File: config.mk
export PLATFORM = sky130hd
export DESIGN_NAME = rtca_core
export DESIGN_NICKNAME = d
export VERILOG_FILES = /design/src/design/rtca_pkg.sv /design/src/design/rtca_core.sv
export SDC_FILE = /design/constraint.sdc
export NUM_CORES = 1
export LEC_CHECK = 0
export ABC_AREA = 1
export BUFFER_PORTS_ARGS = -buffer_cell sky130_fd_sc_hd__buf_2
export CAP_MARGIN = 20
export CORE_MARGIN = 5
export CORE_UTILIZATION = 60
export DETAILED_ROUTE_END_ITERATION = 12
export HOLD_SLACK_MARGIN = 0.03
export PLACE_DENSITY_LB_ADDON = 0.12
export SYNTH_ARGS = -nofsm -noshare
export SYNTH_HDL_FRONTEND = slang
export SYNTH_SLANG_ARGS = --single-unit
File: constraint.sdc
create_clock -name clock -period 6.34 [get_ports clock]
set_input_delay 0.951 -clock clock [delete_from_list [all_inputs] [get_ports clock]]
set_output_delay 0.951 -clock clock [all_outputs]
set_load 0.1 [all_outputs]
File: src/design/rtca_pkg.sv
/*
 * Constants and carrier types for the clock alarm and indirect access block.
 * Assumes an 8-bit special function register bus inside the same clock domain.
 */
package rtca_pkg;
   // ****************
   // Register offsets
   // ****************
   localparam logic [7:0] ADDR_CLOCK_CONFIG   = 8'ha1;
   localparam logic [7:0] ADDR_ALARM_ENABLES  = 8'ha2;
   localparam logic [7:0] ADDR_IND_POINTER    = 8'ha3;
   localparam logic [7:0] ADDR_IND_DATA       = 8'ha4;
   localparam logic [7:0] ADDR_UNLOCK_KEY     = 8'hc1;
   localparam logic [7:0] ADDR_NOMINAL_TRIM   = 8'hf6;
   localparam logic [7:0] ADDR_TEMP_TRIM      = 8'hf7;
   // ****************
   // Fields and values
   // ****************
   localparam int         CFG_ALARM_FLAG_BIT  = 6;
   localparam int         CFG_INTV_FLAG_BIT   = 2;
   localparam logic [7:0] CFG_RW_MASK         = 8'h3a;
   localparam int         EN_SEC_BIT          = 0;
   localparam int         EN_MIN_BIT          = 1;
   localparam int         EN_HOUR_BIT         = 2;
   localparam int         EN_WDAY_BIT         = 3;
   localparam int         EN_MDAY_BIT         = 4;
   localparam logic [7:0] EN_MASK             = 8'h1f;
   localparam int         PTR_WSEL_BIT        = 7;
   localparam logic [7:0] PTR_MASK            = 8'h9f;
   localparam logic [7:0] KEY_TIME_UNLOCK     = 8'hea;
   localparam logic [7:0] KEY_POWER_UNLOCK    = 8'ha7;
   localparam logic [7:0] RESET_BYTE          = 8'h00;
   localparam logic [4:0] IDX_ALARM_FIRST     = 5'h0a;
   localparam logic [4:0] IDX_ALARM_LAST      = 5'h0e;
   localparam int         ALARM_SLOTS         = 5;
   // ****************
   // Carriers
   // ****************
   typedef struct packed {
      logic       wr;
      logic [7:0] addr;
      logic [7:0] wdata;
   } rtca_sfr_req_t;
   typedef struct packed {
      logic [7:0] sec;
      logic [7:0] min;
      logic [7:0] hour;
      logic [7:0] wday;
      logic [7:0] mday;
   } rtca_time_t;
   typedef struct packed {
      logic       valid;
      logic [4:0] index;
      logic [7:0] data;
   } rtca_tk_wr_t;
endpackage

File: src/design/rtca_core.sv
/*
 * Alarm match, indirect pointer/data access, unlock key and trim registers.
 * Assumes the timekeeping counters sit outside, return the byte at the
 * pointer index combinationally, and take one-cycle write pulses.
 */
`timescale 1ns/1ps
`default_nettype none
module rtca_core
   import rtca_pkg::*;
(
   // Clock and reset
   input  wire logic          clock,
   input  wire logic          rst,
   // Register bus
   input  wire rtca_sfr_req_t sfr_req,
   output logic [7:0]         sfr_rdata_q,
   // Timekeeping side
   input  wire rtca_time_t    tk_time,
   input  wire logic [7:0]    tk_rd_data,
   input  wire logic          interval_event,
   output logic [4:0]         tk_index_q,
   output rtca_tk_wr_t        tk_wr_q,
   // Interrupt and unlocks
   input  wire logic          clock_irq_en,
   output logic               clock_irq_q,
   output logic               power_unlock_q,
   output logic               time_unlock_q,
   // Calibration
   output logic [7:0]         nominal_trim_q,
   output logic [7:0]         temperature_trim_q
);
   // ****************
   // Helpers
   // ****************
   function automatic logic is_wr(input rtca_sfr_req_t r, input logic [7:0] a);
      is_wr = r.wr && (r.addr == a);
   endfunction

   function automatic logic is_alarm_idx(input logic [4:0] i);
      is_alarm_idx = (i >= IDX_ALARM_FIRST) && (i <= IDX_ALARM_LAST);
   endfunction

   function automatic logic [2:0] slot(input logic [4:0] i);
      logic [4:0] d;
      d = i - IDX_ALARM_FIRST;
      slot = d[2:0];
   endfunction

   logic [7:0] cfg_q, cfg_d;
   logic [7:0] enables_q;
   logic [7:0] pointer_q;
   logic [7:0] data_q, data_d;
   logic [7:0] key_q, key_d;
   logic [7:0] alarm_q [ALARM_SLOTS];
   logic       rd_pend_q;
   logic       match_q;
   logic       all_match;
   logic       any_en;
   logic       data_wr;
   logic       key_ok;

   // ****************
   // Unlock key
   // ****************
   always_comb begin
      key_d = key_q;
      if (is_wr(sfr_req, ADDR_UNLOCK_KEY)) begin
         key_d = sfr_req.wdata;
      end else if (sfr_req.wr) begin
         key_d = RESET_BYTE;
      end
   end

   always_ff @(posedge clock or posedge rst) begin
      if (rst) begin
         key_q          <= RESET_BYTE;
         power_unlock_q <= 1'b0;
         time_unlock_q  <= 1'b0;
      end else begin
         key_q          <= key_d;
         power_unlock_q <= (key_d == KEY_POWER_UNLOCK);
         time_unlock_q  <= (key_d == KEY_TIME_UNLOCK);
      end
   end

   assign key_ok  = (key_q == KEY_TIME_UNLOCK);
   assign data_wr = is_wr(sfr_req, ADDR_IND_DATA);

   // ****************
   // Plain registers
   // ****************
   always_ff @(posedge clock or posedge rst) begin
      if (rst) begin
         enables_q          <= RESET_BYTE;
         pointer_q          <= RESET_BYTE;
         nominal_trim_q     <= RESET_BYTE;
         temperature_trim_q <= RESET_BYTE;
      end else begin
         if (is_wr(sfr_req, ADDR_ALARM_ENABLES)) begin
            enables_q <= sfr_req.wdata & EN_MASK;
         end
         if (is_wr(sfr_req, ADDR_IND_POINTER)) begin
            pointer_q <= sfr_req.wdata & PTR_MASK;
         end
         if (is_wr(sfr_req, ADDR_NOMINAL_TRIM)) begin
            nominal_trim_q <= sfr_req.wdata;
         end
         if (is_wr(sfr_req, ADDR_TEMP_TRIM)) begin
            temperature_trim_q <= sfr_req.wdata;
         end
      end
   end

   always_comb tk_index_q = pointer_q[4:0];

   // ****************
   // Indirect access
   // ****************
   always_comb begin
      data_d = data_q;
      if (data_wr) begin
         data_d = sfr_req.wdata;
      end else if (rd_pend_q) begin
         data_d = is_alarm_idx(pointer_q[4:0]) ? alarm_q[slot(pointer_q[4:0])]
                                              : tk_rd_data;
      end
   end

   always_ff @(posedge clock or posedge rst) begin
      if (rst) begin
         data_q    <= RESET_BYTE;
         rd_pend_q <= 1'b0;
      end else begin
         data_q    <= data_d;
         rd_pend_q <= is_wr(sfr_req, ADDR_IND_POINTER) && !sfr_req.wdata[PTR_WSEL_BIT];
      end
   end

   always_ff @(posedge clock or posedge rst) begin
      if (rst) begin
         tk_wr_q <= '0;
      end else begin
         tk_wr_q.valid <= data_wr && pointer_q[PTR_WSEL_BIT] && key_ok
                          && !is_alarm_idx(pointer_q[4:0]);
         tk_wr_q.index <= pointer_q[4:0];
         tk_wr_q.data  <= sfr_req.wdata;
      end
   end

   always_ff @(posedge clock or posedge rst) begin
      if (rst) begin
         for (int i = 0; i < ALARM_SLOTS; i++) begin
            alarm_q[i] <= RESET_BYTE;
         end
      end else if (data_wr && pointer_q[PTR_WSEL_BIT] && key_ok
                   && is_alarm_idx(pointer_q[4:0])) begin
         alarm_q[slot(pointer_q[4:0])] <= sfr_req.wdata;
      end
   end

   // ****************
   // Alarm match
   // ****************
   always_comb begin
      any_en    = |enables_q[EN_MDAY_BIT:EN_SEC_BIT];
      all_match = any_en
         && (!enables_q[EN_MDAY_BIT] || alarm_q[4] == tk_time.mday)
         && (!enables_q[EN_WDAY_BIT] || alarm_q[3] == tk_time.wday)
         && (!enables_q[EN_HOUR_BIT] || alarm_q[2] == tk_time.hour)
         && (!enables_q[EN_MIN_BIT]  || alarm_q[1] == tk_time.min)
         && (!enables_q[EN_SEC_BIT]  || alarm_q[0] == tk_time.sec);
   end

   // Set wins over a clear in the same cycle
   always_comb begin
      cfg_d = cfg_q;
      if (is_wr(sfr_req, ADDR_CLOCK_CONFIG)) begin
         cfg_d = sfr_req.wdata & (CFG_RW_MASK | (8'h01 << CFG_ALARM_FLAG_BIT)
                                 | (8'h01 << CFG_INTV_FLAG_BIT)) & (cfg_q | CFG_RW_MASK);
      end
      if (all_match && !match_q) begin
         cfg_d[CFG_ALARM_FLAG_BIT] = 1'b1;
      end
      if (interval_event) begin
         cfg_d[CFG_INTV_FLAG_BIT] = 1'b1;
      end
   end

   always_ff @(posedge clock or posedge rst) begin
      if (rst) begin
         cfg_q       <= RESET_BYTE;
         match_q     <= 1'b0;
         clock_irq_q <= 1'b0;
      end else begin
         cfg_q       <= cfg_d;
         match_q     <= all_match;
         clock_irq_q <= cfg_q[CFG_ALARM_FLAG_BIT] && clock_irq_en;
      end
   end

   // ****************
   // Read back
   // ****************
   always_ff @(posedge clock or posedge rst) begin
      if (rst) begin
         sfr_rdata_q <= RESET_BYTE;
      end else begin
         unique case (sfr_req.addr)
            ADDR_CLOCK_CONFIG:  sfr_rdata_q <= cfg_q;
            ADDR_ALARM_ENABLES: sfr_rdata_q <= enables_q;
            ADDR_IND_POINTER:   sfr_rdata_q <= pointer_q;
            ADDR_IND_DATA:      sfr_rdata_q <= data_q;
            ADDR_UNLOCK_KEY:    sfr_rdata_q <= key_q;
            ADDR_NOMINAL_TRIM:  sfr_rdata_q <= nominal_trim_q;
            ADDR_TEMP_TRIM:     sfr_rdata_q <= temperature_trim_q;
            default:            sfr_rdata_q <= RESET_BYTE;
         endcase
      end
   end
endmodule
`default_nettype wire

==> impl_results.rst <==
.. list-table::
   :header-rows: 1

   * - Metric
     - Value
   * - CP Max Fanout
     - 29
   * - GRT met3 Usage
     - 8.10%
   * - Met1 capacity usage during global routing
     - 38.3%
   * - Prevailing post-synth register cell
     - dfrtp_1
   * - Flip-flop and latch count after synthesis
     - ~120
   * - Setup TNS Final
     - 0 ns
   * - Mapped Area
     - about 6100 µm²
   * - Minimum clock period after layout
     - 2.96 ns
   * - Net count of the finished layout
     - just under 1000
   * - Maximum clock skew at final layout
     - 0.00779 ns
   * - Worst hold margin
     - around 0.45 ns
   * - Area contributors post-synth
     - dfrtp_1 48%, nand2_1 16%, inv_1 6.2%
   * - Mapped Cells
     - 792
   * - Clock edge transition at the registers on the reported setup and hold paths
     - 0.06 ns
   * - Clock tree from TritonCTS
     - built
   * - Die X
     - 110 µm
   * - DIE AREA
     - around 12000 µm²
   * - Standard cell core area
     - 9820 µm²
   * - Power density relative to cell area
     - 269 nW/µm²
   * - Clock latency on the worst-skew pair
     - 0.53 ns
   * - Count of antenna-violating nets left after detailed routing
     - 0
   * - Critical path's top delay family
     - flip-flops
   * - Unrepaired setup endpoints after global routing
     - false
   * - FMAX
     - around 0.34 GHz
   * - Via Count
     - 5823
   * - TritonCTS Buffers
     - 17
   * - Kind of path behind the tightest hold check
     - reg -> reg
   * - Number of iterations in the first detailed-routing pass
     - 8
   * - Buffers from clock root to sink, at most
     - 2
   * - Worst ir drop on vdd
     - 0.000227 V
   * - All-Layer GR Usage
     - 28.7%
   * - Detailed-route vias per instance
     - 5.60
   * - Slew at the pin with the worst max-slew slack
     - 0.890 ns
   * - Diode count
     - 0
   * - Number of antenna violations at the first check in global routing
     - 0
   * - Startpoint kind of the worst setup timing path
     - register
   * - Commonest cells in the netlist
     - 260 x nand2_1, 116 x dfrtp_1, 100 x inv_1, 57 x o21ai_0, 48 x nor2_1
   * - Buffers added on ports
     - 114
   * - Worst slew margin relative to its limit
     - 40.7%
   * - Number of filler instances in the final layout
     - 770
   * - Leakage power total
     - 0.00368 µW
   * - Wire length of the first global-routing pass
     - about 28000 µm
   * - # IOs
     - 115
   * - Largest incremental delay on the critical path
     - 0.92 ns
   * - Fraction of final layout cells sized beyond drive strength 1
     - 17.7%
   * - CTS Root Cell
     - clkbuf_8
   * - Outcome
     - finished, final reports clean
   * - Area taken by flip-flops and latches
     - 2900 µm²
   * - Post-synthesis sequential area ratio
     - between 40 and 50%
   * - Required time reported for the critical path endpoint
     - between 5 and 6 ns
   * - Count of final max-slew check failures
     - 0
   * - Final hold violation count
     - 0
   * - Maximum Capacitance Violations
     - 0
   * - Most crowded layer after global routing
     - met2
   * - Crit. End Element
     - output port
   * - Number of enable-type register cells in the synthesized netlist
     - 0
   * - Leading area contributor after synthesis
     - dfrtp_1
   * - Sum of net half-perimeters after detailed placement
     - around 12000 µm
   * - Library cell with the highest instance count after synthesis
     - nand2_1
   * - Util after Layout
     - 73.4%
   * - Net Count, Synth
     - 865
   * - Buffers and inverters on the worst path
     - 1
   * - DRC
     - 0
   * - Crit-path slowest cell
     - dfrtp_1
   * - Initial cell density of the core
     - 61.7%
   * - Area delta synth->final
     - 18.9%
   * - Vertical die dimension
     - about 110 µm
   * - RD Place Congestion
     - between 0.9 and 1
   * - Arrival time at the worst endpoint
     - around 2.0 ns
   * - Critical path class
     - reg -> out
   * - Post-synth top area share
     - 47.9%
   * - Met2 Resource Use GR
     - 44.3%
   * - Post-CTS Hold Fix Bufs
     - 0
   * - Post CTS Setup Buffer Count
     - 0
   * - Number of distinct standard cells referenced by the synthesized netlist
     - 31
   * - Number of setup violations in the final report
     - 0
   * - Post-cts repair resize count
     - 0
   * - Count of clock tree sinks
     - 116
   * - Area occupied by multi-input gates
     - 2600 µm²
   * - Total Wirelength
     - 17500 µm
   * - Synth Area per Inst
     - 7.65 µm²
   * - Drt initial violations
     - 519
   * - Largest net degree at the start of global routing
     - 70
   * - Leftover overflow at the end of global routing
     - 0
   * - Fin crit share
     - between 40% and 50%
   * - Share of synthesized flip-flops with an asynchronous set or reset
     - between 90% and 100%
   * - Cells traversed along the worst timing path
     - buf_2
   * - Average wire length per cell after detail routing
     - 16.8 µm
   * - Vias in the first global route
     - 5562
   * - Number of levels in the clock H-tree
     - 4
   * - Synth Warn #
     - 0
   * - FP Rows
     - 36
through the flow:
stage | total power (µW) | cells | instance area, µm² | setup WS (ns)
2_1_floorplan | 983 | 792 | 6060 | 2.32
3_3_place_gp | 1050 | 1007 | 6650 | 3.33
3_5_place_dp | 1050 | 1007 | 6650 | 3.21
4_1_cts | 1940 | 1039 | 7210 | 3.40
5_1_grt | 2000 | 1039 | 7210 | 3.20
6_report | 1940 | 1039 | 7210 | 3.38
path summary, 6_finish.rpt:
kind / cells past startpoint / slack, ns / to / from
max in group asynchronous: 3 / 4.57 / alarm_q[39]$_DFFE_PP0P_ / rst
worst max-delay path: 1 / 3.38 / tk_index_q[0] / pointer_q[0]$_DFFE_PP0P_
worst min register to register: 0 / 0.45 / tk_wr_q[11]$_DFF_PP0_ / pointer_q[3]$_DFFE_PP0P_
worst min-delay path: 0 / 0.45 / tk_wr_q[11]$_DFF_PP0_ / pointer_q[3]$_DFFE_PP0P_
worst max register to register: 9 / 3.40 / alarm_q[28]$_DFFE_PP0P_ / pointer_q[0]$_DFFE_PP0P_
min in group asynchronous: 2 / 0.50 / temperature_trim_q[6]$_DFFE_PP0P_ / rst
final cells by class:
cell class                      count  area share (%)
Clock inverter                     14            1.77
Inverter                          105            5.50
Multi-Input combinational cell    537            36.1
Sequential cell                   116            40.3
Clock buffer                       18            5.94
Tap cell                          133            2.31
Timing Repair Buffer              116            8.13
layout by cell type, fill, tap and decap left out, types with 2 or more instances in the layout:
cell type,netlist,routed
nand2_1,260,260
dfrtp_1,116,116
buf_2,9,114
inv_1,100,99
o21ai_0,57,57
nor2_1,48,48
nand4_1,44,44
nand3_1,42,42
xnor2_1,28,28
o22ai_1,16,16
clkbuf_16,0,16
a21oi_1,8,8
o211ai_1,8,8
nor3_1,7,7
ha_1,4,4
inv_6,0,4
clkinvlp_4,0,4
nor4_1,3,3
nor2_4,3,3
inv_2,3,3
clkinv_2,0,3
clkinv_1,2,2
clkbuf_8,0,2
clkinv_4,0,2
buf_4,6,2
cells by family (layout without fill, tap and decap cells):
kind of cell | after synthesis | in the layout | share of synthesized area [%]
buf+inv | 139 | 253 | 9.21
flops | 116 | 116 | 47.9
xor+xnor | 28 | 28 | 4.05
simple gates | 412 | 412 | 29.3
fa+ha+maj | 4 | 4 | 0.826
compound gates | 93 | 93 | 8.71
state kept, by name, indices dropped and copies added (netlist names), 5 cells and up:
signal and cells:
temperature_trim_q 8, key_q 8, data_q 8, pointer_q 6
sfr_rdata_q 8, nominal_trim_q 8, tk_wr_q 14, enables_q 5
alarm_q 40, cfg_q 6
per-layer routing:
metal  vias to the layer above  part of all wire (%)  routed length [µm]
met5                         -                     0                   0
met2                       313                    45                7910
met1                      2705                    41                7130
met4                         0                   3.7                 646
met3                        62                    10                1770
li1                       2743                     -                   -
where the power goes:
group	total (µW)	switching, µW	internal, µW
Clock	897	364	533
Combinational	262	208	53.8
Sequential	783	18.3	764
Note: power is estimated with default switching activity, not from simulation.
